<file path="config.mk">
export PLATFORM = sky130hd
export DESIGN_NAME = dfms_top
export DESIGN_NICKNAME = d
export VERILOG_FILES = /design/src/rtl/dfms_pkg.sv /design/src/rtl/dfms_top.sv /design/src/rtl/dfms_edge.sv /design/src/rtl/dfms_delay.sv
export SDC_FILE = /design/constraint.sdc
export NUM_CORES = 1
export LEC_CHECK = 0
export BUFFER_PORTS_ARGS = -buffer_cell sky130_fd_sc_hd__buf_4
export CORE_MARGIN = 1.5
export CORE_UTILIZATION = 43
export DETAILED_ROUTE_END_ITERATION = 8
export PLACE_DENSITY = 0.81
export SLEW_MARGIN = 10
export SYNTH_ARGS = -nofsm -noshare
export SYNTH_HDL_FRONTEND = slang
export SYNTH_SLANG_ARGS = --single-unit
export TNS_END_PERCENT = 50
</file>
<file path="constraint.sdc">
create_clock -name clock -period 1.9 [get_ports clock]
set_input_delay 0.19 -clock clock [delete_from_list [all_inputs] [get_ports clock]]
set_output_delay 0.19 -clock clock [all_outputs]
set_load 0.01 [all_outputs]
</file>
<file path="src/rtl/dfms_pkg.sv">
// package for the data-flash modify status block: register map, field layout, timing
// assumes a single 200 MHz clock domain and a plain strobe register port
package dfms_pkg;

   // ****************************************
   // register map (byte addresses)
   // ****************************************
   localparam logic [7:0] DFMS_ADDR_CONFIG = 8'h00;
   localparam logic [7:0] DFMS_ADDR_IRQ_STATUS = 8'h04;
   localparam logic [7:0] DFMS_ADDR_IRQ_MASK = 8'h08;

   // ****************************************
   // config register fields
   // ****************************************
   localparam int DFMS_BIT_DONE = 10;
   localparam int DFMS_BIT_SPACE = 11;
   localparam int DFMS_BIT_RWW = 15;
   localparam int DFMS_BIT_ERS = 2;
   localparam int DFMS_BIT_SUSP = 1;
   localparam int DFMS_BIT_HVE = 0;
   localparam int DFMS_BIT_PGM = 4;

   // interrupt status bits
   localparam int DFMS_IRQ_RWW = 0;
   localparam int DFMS_IRQ_DONE = 1;
   localparam int DFMS_IRQ_W = 2;

   // ****************************************
   // reset values
   // ****************************************
   localparam logic DFMS_RST_DONE = 1'b1;
   localparam logic DFMS_RST_SPACE = 1'b0;
   localparam logic DFMS_RST_RWW = 1'b0;
   localparam logic [DFMS_IRQ_W-1:0] DFMS_RST_IRQ = 2'h0;

   // ****************************************
   // timing
   // ****************************************
   localparam int DFMS_CLK_PS = 5000;
   localparam int DFMS_ABORT_LAT_NS = 5;
   localparam int DFMS_SUSP_LAT_NS = 5;
   localparam int DFMS_ABORT_CYC = (DFMS_ABORT_LAT_NS * 1000 / DFMS_CLK_PS) < 1 ? 1 :
                                   (DFMS_ABORT_LAT_NS * 1000 / DFMS_CLK_PS);
   localparam int DFMS_SUSP_CYC = (DFMS_SUSP_LAT_NS * 1000 / DFMS_CLK_PS) < 1 ? 1 :
                                  (DFMS_SUSP_LAT_NS * 1000 / DFMS_CLK_PS);
   localparam int DFMS_SEQ_CYC = 64;

   // register port request
   typedef struct packed {
      logic [7:0] addr;
      logic [31:0] wdata;
      logic wr;
      logic rd;
   } dfms_req_t;

   // high-voltage controller states
   typedef enum logic [1:0] {
      DFMS_IDLE = 2'b00,
      DFMS_RUN = 2'b01,
      DFMS_STOP = 2'b10
   } dfms_state_t;

endpackage

</file>
<file path="src/rtl/dfms_top.sv">
// data-flash modify status flags: read-during-modify error, access space latch, done flag
// assumes software on a strobe register port; array reads and interlock writes from the
// flash sequencer arrive as same-clock pulses
//
// Overview of operation
// array read during program, erase or integrity check sets the error flag
// error flag sticks until software clear or reset; writing one never sets it
// space select zero targets main array, one targets shadow/test space
// space select sampled at first interlock write, held until the next one
// done reads one after module reset
// done clears after high-voltage enable rises, and on resume; the code clears it on that rise only with program or erase mode set
// done sets when a program or erase sequence completes normally
// high-voltage enable falling aborts operation, done sets within abort latency
// erase suspend rising suspends erase, done sets within suspend latency
// done is zero while a high-voltage operation runs, one otherwise
// software clears error flag by writing one; writing zero leaves it
//
// The implementer's own choices: the plain strobed port and the register offsets.
`timescale 1ns/1ps
`default_nettype none
module dfms_top
   import dfms_pkg::*;
#(
   parameter int SEQ_CYCLES = DFMS_SEQ_CYC,
   parameter int CNT_W = 8
) (
   // clock and reset
   input wire logic clock,
   input wire logic srst,
   // register port
   input wire logic [7:0] reg_addr,
   input wire logic [31:0] reg_wdata,
   input wire logic reg_wr,
   input wire logic reg_rd,
   output logic [31:0] reg_rdata,
   // flash sequencer side
   input wire logic array_read,
   input wire logic integrity_check,
   input wire logic first_interlock_write,
   input wire logic seq_complete,
   output logic high_voltage_enable,
   output logic erase_suspend,
   output logic program_mode,
   output logic erase_mode,
   output logic hv_active,
   output logic access_space_select,
   // interrupt
   output logic irq
);

   // ****************************************
   // register decode
   // ****************************************
   dfms_req_t req;
   assign req = '{addr: reg_addr, wdata: reg_wdata, wr: reg_wr, rd: reg_rd};

   wire cfg_wr = req.wr && (req.addr == DFMS_ADDR_CONFIG);
   wire sts_wr = req.wr && (req.addr == DFMS_ADDR_IRQ_STATUS);
   wire msk_wr = req.wr && (req.addr == DFMS_ADDR_IRQ_MASK);

   // ****************************************
   // software control bits
   // ****************************************
   logic hve_reg;
   logic susp_reg;
   logic pgm_reg;
   logic ers_reg;
   logic space_ctl_reg;

   always_ff @(posedge clock) begin
      if (srst) begin
         hve_reg <= 1'b0;
         susp_reg <= 1'b0;
         pgm_reg <= 1'b0;
         ers_reg <= 1'b0;
         space_ctl_reg <= DFMS_RST_SPACE;
      end else if (cfg_wr) begin
         hve_reg <= req.wdata[DFMS_BIT_HVE];
         susp_reg <= req.wdata[DFMS_BIT_SUSP];
         pgm_reg <= req.wdata[DFMS_BIT_PGM];
         ers_reg <= req.wdata[DFMS_BIT_ERS];
         space_ctl_reg <= req.wdata[DFMS_BIT_SPACE];
      end
   end

   assign high_voltage_enable = hve_reg;
   assign erase_suspend = susp_reg;
   assign program_mode = pgm_reg;
   assign erase_mode = ers_reg;

   // ****************************************
   // edges of the high-voltage controls
   // ****************************************
   logic hve_rise;
   logic hve_fall;
   logic susp_rise;
   logic susp_fall;

   dfms_edge u_hve_edge (
      .clock(clock),
      .srst(srst),
      .level(hve_reg),
      .rise(hve_rise),
      .fall(hve_fall)
   );

   dfms_edge u_susp_edge (
      .clock(clock),
      .srst(srst),
      .level(susp_reg),
      .rise(susp_rise),
      .fall(susp_fall)
   );

   // ****************************************
   // high-voltage sequence controller
   // ****************************************
   dfms_state_t state_reg;
   dfms_state_t state_next;
   logic done_reg;
   logic done_next;
   logic suspended_reg;
   logic suspended_next;
   logic dly_load;
   logic [CNT_W-1:0] dly_count;
   logic dly_expire;
   logic seq_load;
   logic seq_expire;
   logic seq_busy;

   // an abort or suspend is a wind-down period; done rises when it expires
   wire op_modify = pgm_reg | ers_reg;
   wire do_resume = susp_fall & suspended_reg & hve_reg;

   always_comb begin
      state_next = state_reg;
      done_next = done_reg;
      suspended_next = suspended_reg;
      dly_load = 1'b0;
      dly_count = CNT_W'(DFMS_ABORT_CYC);
      seq_load = 1'b0;
      case (state_reg)
         DFMS_IDLE: begin
            if ((hve_rise && op_modify) || do_resume) begin
               state_next = DFMS_RUN;
               done_next = 1'b0;
               suspended_next = 1'b0;
               seq_load = ~do_resume | ~seq_busy;
            end
         end
         DFMS_RUN: begin
            if (hve_fall) begin
               state_next = DFMS_STOP;
               dly_load = 1'b1;
               suspended_next = 1'b0;
            end else if (susp_rise && ers_reg) begin
               state_next = DFMS_STOP;
               dly_load = 1'b1;
               dly_count = CNT_W'(DFMS_SUSP_CYC);
               suspended_next = 1'b1;
            end else if (seq_expire || seq_complete) begin
               state_next = DFMS_IDLE;
               done_next = 1'b1;
            end
         end
         DFMS_STOP: begin
            if (dly_expire) begin
               state_next = DFMS_IDLE;
               done_next = 1'b1;
            end
         end
         default: begin
            state_next = DFMS_IDLE;
            done_next = 1'b1;
         end
      endcase
   end

   always_ff @(posedge clock) begin
      if (srst) begin
         state_reg <= DFMS_IDLE;
         done_reg <= DFMS_RST_DONE;
         suspended_reg <= 1'b0;
      end else begin
         state_reg <= state_next;
         done_reg <= done_next;
         suspended_reg <= suspended_next;
      end
   end

   // latency timer for abort and suspend
   dfms_delay #(.CNT_W(CNT_W)) u_stop_dly (
      .clock(clock),
      .srst(srst),
      .load(dly_load),
      .count(dly_count),
      .cancel(1'b0),
      .expire(dly_expire),
      .busy()
   );

   // sequence length model; an external completion pulse ends it sooner
   dfms_delay #(.CNT_W(CNT_W)) u_seq_dly (
      .clock(clock),
      .srst(srst),
      .load(seq_load),
      .count(CNT_W'(SEQ_CYCLES)),
      .cancel(hve_fall),
      .expire(seq_expire),
      .busy(seq_busy)
   );

   assign hv_active = ~done_reg;

   // ****************************************
   // access space latch
   // ****************************************
   logic space_reg;

   // held between first interlock writes so a mid-operation change cannot retarget
   always_ff @(posedge clock) begin
      if (srst) begin
         space_reg <= DFMS_RST_SPACE;
      end else if (first_interlock_write) begin
         space_reg <= space_ctl_reg;
      end
   end

   assign access_space_select = space_reg;

   // ****************************************
   // read-during-modify error flag
   // ****************************************
   logic rww_reg;
   wire modify_busy = (state_reg != DFMS_IDLE) | integrity_check;
   wire rww_event = array_read & modify_busy;
   wire rww_clear = cfg_wr & req.wdata[DFMS_BIT_RWW];

   // set wins over a clear in the same cycle; software writes never set it
   always_ff @(posedge clock) begin
      if (srst) begin
         rww_reg <= DFMS_RST_RWW;
      end else if (rww_event) begin
         rww_reg <= 1'b1;
      end else if (rww_clear) begin
         rww_reg <= 1'b0;
      end
   end

   // ****************************************
   // interrupts
   // ****************************************
   logic [DFMS_IRQ_W-1:0] irq_sts_reg;
   logic [DFMS_IRQ_W-1:0] irq_msk_reg;
   logic [DFMS_IRQ_W-1:0] irq_evt;
   logic [DFMS_IRQ_W-1:0] irq_clr;

   assign irq_evt[DFMS_IRQ_RWW] = rww_event;
   assign irq_evt[DFMS_IRQ_DONE] = done_next & ~done_reg;
   assign irq_clr = sts_wr ? req.wdata[DFMS_IRQ_W-1:0] : '0;

   always_ff @(posedge clock) begin
      if (srst) begin
         irq_sts_reg <= DFMS_RST_IRQ;
         irq_msk_reg <= DFMS_RST_IRQ;
      end else begin
         irq_sts_reg <= (irq_sts_reg & ~irq_clr) | irq_evt;
         if (msk_wr) begin
            irq_msk_reg <= req.wdata[DFMS_IRQ_W-1:0];
         end
      end
   end

   assign irq = |(irq_sts_reg & irq_msk_reg);

   // ****************************************
   // read data
   // ****************************************
   logic [31:0] cfg_view;
   logic [31:0] rd_mux;

   always_comb begin
      cfg_view = 32'h0000_0000;
      cfg_view[DFMS_BIT_HVE] = hve_reg;
      cfg_view[DFMS_BIT_SUSP] = susp_reg;
      cfg_view[DFMS_BIT_ERS] = ers_reg;
      cfg_view[DFMS_BIT_PGM] = pgm_reg;
      cfg_view[DFMS_BIT_DONE] = done_reg;
      cfg_view[DFMS_BIT_SPACE] = space_ctl_reg;
      cfg_view[DFMS_BIT_RWW] = rww_reg;
   end

   assign rd_mux = (req.addr == DFMS_ADDR_CONFIG) ? cfg_view :
                   (req.addr == DFMS_ADDR_IRQ_STATUS) ? {30'h0, irq_sts_reg} :
                   (req.addr == DFMS_ADDR_IRQ_MASK) ? {30'h0, irq_msk_reg} :
                   32'h0000_0000;

   // read data stand only in the cycle after the strobe
   always_ff @(posedge clock) begin
      if (srst) begin
         reg_rdata <= 32'h0000_0000;
      end else if (req.rd) begin
         reg_rdata <= rd_mux;
      end else begin
         reg_rdata <= 32'h0000_0000;
      end
   end

endmodule
`default_nettype wire

</file>
<file path="src/rtl/dfms_edge.sv">
// rising and falling edge detector for one control level from the same clock domain
// assumes the level is already synchronous to clock
`timescale 1ns/1ps
`default_nettype none
module dfms_edge (
   // clock and reset
   input wire logic clock,
   input wire logic srst,
   // level in, edges out
   input wire logic level,
   output logic rise,
   output logic fall
);
   logic level_reg;

   always_ff @(posedge clock) begin
      if (srst) begin
         level_reg <= 1'b0;
      end else begin
         level_reg <= level;
      end
   end

   assign rise = level & ~level_reg;
   assign fall = ~level & level_reg;
endmodule
`default_nettype wire

</file>
<file path="src/rtl/dfms_delay.sv">
// down counter that raises a one-cycle expiry pulse a set number of cycles after a load
// assumes load and cancel come from the same clock domain
`timescale 1ns/1ps
`default_nettype none
module dfms_delay #(
   parameter int CNT_W = 8
) (
   // clock and reset
   input wire logic clock,
   input wire logic srst,
   // control
   input wire logic load,
   input wire logic [CNT_W-1:0] count,
   input wire logic cancel,
   // status
   output logic expire,
   output logic busy
);
   logic [CNT_W-1:0] cnt_reg;
   logic run_reg;

   always_ff @(posedge clock) begin
      if (srst) begin
         cnt_reg <= '0;
         run_reg <= 1'b0;
      end else if (load) begin
         cnt_reg <= count;
         run_reg <= 1'b1;
      end else if (cancel || expire) begin
         run_reg <= 1'b0;
      end else if (run_reg) begin
         cnt_reg <= cnt_reg - 1'b1;
      end
   end

   // expiry when the count reaches one, so a load of n fires n cycles later
   assign expire = run_reg & (cnt_reg <= {{(CNT_W-1){1'b0}}, 1'b1}) & ~cancel;
   assign busy = run_reg;
endmodule
`default_nettype wire

</file>
# Yosys cells after proc, flatten, opt, wreduce, memory -nomap -nowiden
# Cells that the tools add are included.
[totals]
reg_bits = 67
out_inout_bits = 39
elab_cells = 131
[classes]
add_sub_neg = 2
magnitude_cmp = 2
n_eq_ne = 10
n_mux = 37
n_bitwise = 30
reduce_logical = 28
[ops]
columns = ["op", "n"]
rows = [
  ["two-way mux 1 bit", 22],
  ["two-way mux 7 bit", 3],
  ["less-or-equal comparator 8 x 1 -> 1 bit (second input constant)", 2],
  ["two-way mux 16 bit", 1],
  ["two-way mux 2 bit", 8],
  ["subtractor 8 x 1 -> 8 bit (second input constant)", 2],
  ["nonzero test 2 bit", 7],
  ["AND 1 bit", 12],
  ["inverter 1 bit", 11],
  ["equality test 8 x 3 -> 1 bit (second input constant)", 1],
  ["equality test 8 x 4 -> 1 bit (second input constant)", 1],
  ["zero test 8 bit", 1],
  ["!= test 2 bit (second input constant)", 4],
  ["AND reduction 2 bit", 4],
  ["OR reduction 2 bit", 4],
  ["case mux 2 bit (3 select lines)", 1],
  ["AND reduction 3 bit", 2],
  ["logical AND 1 bit", 5],
  ["AND 2 bit", 2],
  ["!= test 4 x 3 -> 1 bit (second input constant)", 1],
  ["OR reduction 4 bit", 1],
  ["logical OR 1 bit", 3],
  ["!= test 3 x 2 -> 1 bit (second input constant)", 1],
  ["bitwise OR 1 bit", 3],
  ["other kinds (7)", 7],
]

# Logic depth before layout (Yosys ltp)
[logic_depth]
depth_word = 11
mapped_depth = 7
depth_no_buf = 6

# Modules after synthesis
# A second synthesis with hierarchy kept.
[hier_totals]
cells_unflattened = 272
area_unflattened_um2 = 2473.6
[by_module_without_submodules]
columns = ["module", "n_inst", "cells_each", "area_each_um2", "seq_area_each_um2"]
rows = [
  ["dfms_top", 1, 138, 1242.4, 440.4],
  ["dfms_delay", 2, 63, 576.8, 180.2],
  ["dfms_edge", 2, 4, 38.8, 20.0],
]

# Least setup slack after synthesis
# No wires, ideal clock.
[synth_timing]
kind = "flip-flop to flip-flop"
start = "register u_seq_dly.cnt_reg[5]"
end = "register u_seq_dly.cnt_reg[7]"
arrival_time_ns = 1.755
required_ns = 1.814
setup_slack_ns = 0.060
stages_incl_launch_ff = 5
synth_period_minus_slack_ns = 1.840
cell_sequence = "dfxtp_1 or4_4 or4_1 or3_1 a211oi_1"
[synth_between]
elab_chain_cells = 6
word_cells_on_any_way = 7
cone_classes = "add/sub (1); order compare (1); bitwise (3); reduce/logical (2)"
[synth_rtl]
columns = ["element", "line_no", "rtl"]
rows = [
  ["from (decl)", "dfms_delay.sv:19", "logic [CNT_W-1:0] cnt_reg;"],
  ["from (signal assigned)", "dfms_delay.sv:27", "cnt_reg <= count;"],
  ["from (signal assigned)", "dfms_delay.sv:32", "cnt_reg <= cnt_reg - 1'b1;"],
  ["less-or-equal comparator 8 x 1 -> 1 bit", "dfms_delay.sv:37", "assign expire = run_reg & (cnt_reg <= {{(CNT_W-1){1'b0}}, 1'b1}) & ~cancel;"],
  ["AND 1 bit (2 in a row)", "dfms_delay.sv:37", ""],
  ["logical OR 1 bit", "dfms_delay.sv:29", "end else if (cancel || expire) begin"],
  ["inverter 1 bit (no source line)", "n/a", ""],
  ["AND reduction 2 bit (no source line)", "n/a", ""],
]
# Parallel ways exist; a longest one is shown, timed or not.
# A chain may end at the register's enable or synchronous reset.

# Worst setup path in the final report
[layout_timing]
start = "register u_seq_dly.cnt_reg[2]"
end = "register u_seq_dly.cnt_reg[7]"
# Same word-level chain as after synthesis.

==> reports/results.ini <==
[outcome]
status = complete, but fails checks
violations = setup timing

[routing]
wl_met1_mm = 2.05
postRouteAntennaNets = 0
drc = 0
route.met3.wl_um = 238
dr_total_vias = 1835
drtIter0Drc = 58
via_per_inst = 5.11
dr_wl_met2_mm = 2.19
wire_per_inst_um = 12.6
routed_wl_mm = 4.54
drtPass1Iterations = 4
maxUsedRoutingLayer = met4

[critical_path]
crit_arrival_ps = 2160
startpoint = u_seq_dly.cnt_reg[2]$_SDFFE_PP0P_
path_cells = or4_4 > or4_4 > or3_1 > a211oi_2
endpoint_kind = flop
critical-path-top-delay-family = simple AND/OR/NAND/NOR gates
critical_path_class = reg -> reg
slowest_delay_ps = 580
cp-start-kind = flop
cp_max_fo = 4
crit_top_cell = or4_4
slowest_stage = or4_4
timing.critical_path.buf_inv = 0
cp.required_ps = 2130
rr_startpoint = u_seq_dly.cnt_reg[2]$_SDFFE_PP0P_

[power]
intPower_mw = 1.18
p_comb_frac = 0.057
power.density_mw_per_mm2 = 600
p_leak_nw = 1.14
p_clk_frac = 0.385
report.power.total_mw = 1.58
p_sw_frac = 0.252
ir_worst_vdd_mv = 0.240
p_sw_mw = 0.398
seq_power_share = 0.558

[run]
maxCapViolCount = 0

[yosys]
avgSynthCellArea_um2 = 8.87
async_flop_share = 0
yosysSeqAreaShare = 0.396
yosys.area.top_type = dfxtp_1
netlist_area_mm2 = 0.00212
yosysTopAreaCellShare = 0.396
ys_warn_count = 0
ys_types = 49
synthCells = 239
synthTopCellsByArea = dfxtp_1, buf_4, mux2i_1
synth_seq_cells = 42
ys.flop_type = dfxtp_1
synth_edf_count = 0

[timing]
period_share = 1.02
finalHoldViolations = 0
worst_slack_ps = -28.7
period_needed_ps = 1930
hold_slack_ps = 120
setup_viol = 1
rsz0062_at_grt = true
finalClockSkew_ps = 8.63
slew_headroom = 0.660
max_clock_freq_ghz = 0.518
drv_slew = 0
worstMarginPinSlew_ps = 503

[clock_network]
cts_htree_levels = 2
clk_pin_slew_ps = 90
cts_buffer_depth = 2
insertion_delay_ps = 300
cts_tree = built
cts_setup_buffers = 0
cts_made_buffers = 5
postCtsHoldBufs = 0
clock_tree.root_cell = clkbuf_8
cts_sinks = 42

[placement]
dpl_cell_area_mm2 = 0.00246
place.gp.congestion = 0.921
placed_cells = 350
dp_hpwl_mm = 3.16
port_buffers = 35

[min_path]
hold_class = in -> reg
min_from = reg_wdata[4]

[die]
ios = 87
die_h_um = 73.2
die_area_mm2 = 0.00536
rows = 25
start_util = 0.449
fp.dieW_um = 73.2
core_mm2 = 0.00472

[finish]
layout_commonest_cell = buf_4
drive_gt1_frac = 0.288
mostFrequentLayoutCells = buf_4, dfxtp_1, conb_1
stdcell_area_mm2 = 0.00264
nFillCells = 420
antenna_cells = 0
multi_input_area_mm2 = 0.00118
ff_latch_area_um2 = 847
synthToLayoutAreaGrowth_pct = 24.2
nNetsFinal = 343
fin_cells = 359

[grt]
first_global_vias = 1586
grt.total_usage = 0.160
grt_remaining_overflow = 0
antenna_found_initial = 0
grt_pass1_wl_mm = 6.70
grt_max_degree = 31

==> worst register-to-register path: stages, from the launching register on <==
cell and delay [ps]:
dfxtp_2 330, or4_4 580, or4_4 440, or3_1 340, a211oi_2 170
==> cells in the mapped netlist, drive strengths merged, types with 2 or more instances <==
| library cell | number |
|---|---|
| ha | 4 |
| nor4 | 4 |
| inv | 11 |
| nand2b | 4 |
| clkbuf | 4 |
| dfxtp | 42 |
| nand3b | 2 |
| xnor2 | 2 |
| or3 | 7 |
| o41ai | 2 |
| mux2i | 10 |
| nand3 | 3 |
| nor3 | 2 |
| nand2 | 5 |
| o21bai | 2 |
| buf | 27 |
| nor2b | 6 |
| nor2 | 23 |
| or4 | 8 |
| o31ai | 4 |
| o211ai | 2 |
| and2 | 5 |
| a21oi | 15 |
| nand4 | 4 |
| o21ai | 10 |
| a211oi | 5 |
| xor2 | 2 |
| or2 | 6 |
==> kinds of logic after synthesis <==
group | count (synthesis) | synth area share
xor gates and xnor gates | 4 | 0.0165
adders and majority gates | 4 | 0.0236
buffers and inverters | 42 | 0.124
other | 1 | 0.00177
and+or+nand+nor | 85 | 0.229
AOI/OAI and AO/OA | 50 | 0.156
muxes | 11 | 0.0525
DFF | 42 | 0.396
==> per-stage QoR <==
stage	util	setup TNS, ps	setup WS, ps
6_report	0.558	-28.7	-28.7
5_1_grt	0.558	-102	-60.3
4_1_cts	0.544	-0.0806	-0.0806
3_5_place_dp	0.520	-486	-109
3_3_place_gp	0.520	-210	-81.3
2_1_floorplan	-	0	59.8
==> power by group through the flow <==
stage	Combinational (mW)	Sequential, mW	Clock [mW]
2_1_floorplan	0.0853	0.905	0
3_3_place_gp	0.0867	0.905	0
3_5_place_dp	0.0878	0.905	0
4_1_cts	0.0880	0.884	0.616
5_1_grt	0.0993	0.883	0.647
6_report	0.0901	0.883	0.608
==> routing by layer <==
| metal | global-route usage | vias to the layer above |
|---|---|---|
| li1 | - | 914 |
| met1 | 0.180 | 873 |
| met2 | 0.284 | 43 |
| met3 | 0.0456 | 5 |
| met4 | 0.0608 | 0 |
| met5 | 0 | - |
==> what timing repair did <==
item | 4_1_cts | 5_1_grt
pin swaps | 2 | 4
cloned | 0 | 1
gates resized for setup | 4 | 13
setup endpoints to repair | 8 | 9
==> final timing paths <==
check	end	cells after the start	slack [ps]
worst min-delay path	program_mode$_SDFFE_PP0P_	3	120
worst max register to register	u_seq_dly.cnt_reg[7]$_SDFFE_PP0P_	4	-30
worst max-delay path	u_seq_dly.cnt_reg[7]$_SDFFE_PP0P_	4	-30
worst min register to register	u_stop_dly.cnt_reg[7]$_SDFFE_PP0P_	2	470
==> layout make-up <==
type                       instances  area share
multi-input combinational        180       0.449
sequential                        42       0.321
timing repair buffer              51       0.147
tap                               67      0.0318
clock buffer                       5      0.0261
inverter                          11      0.0157
clock inverter                     3     0.00950
Note: power is estimated with default switching activity, not from simulation.
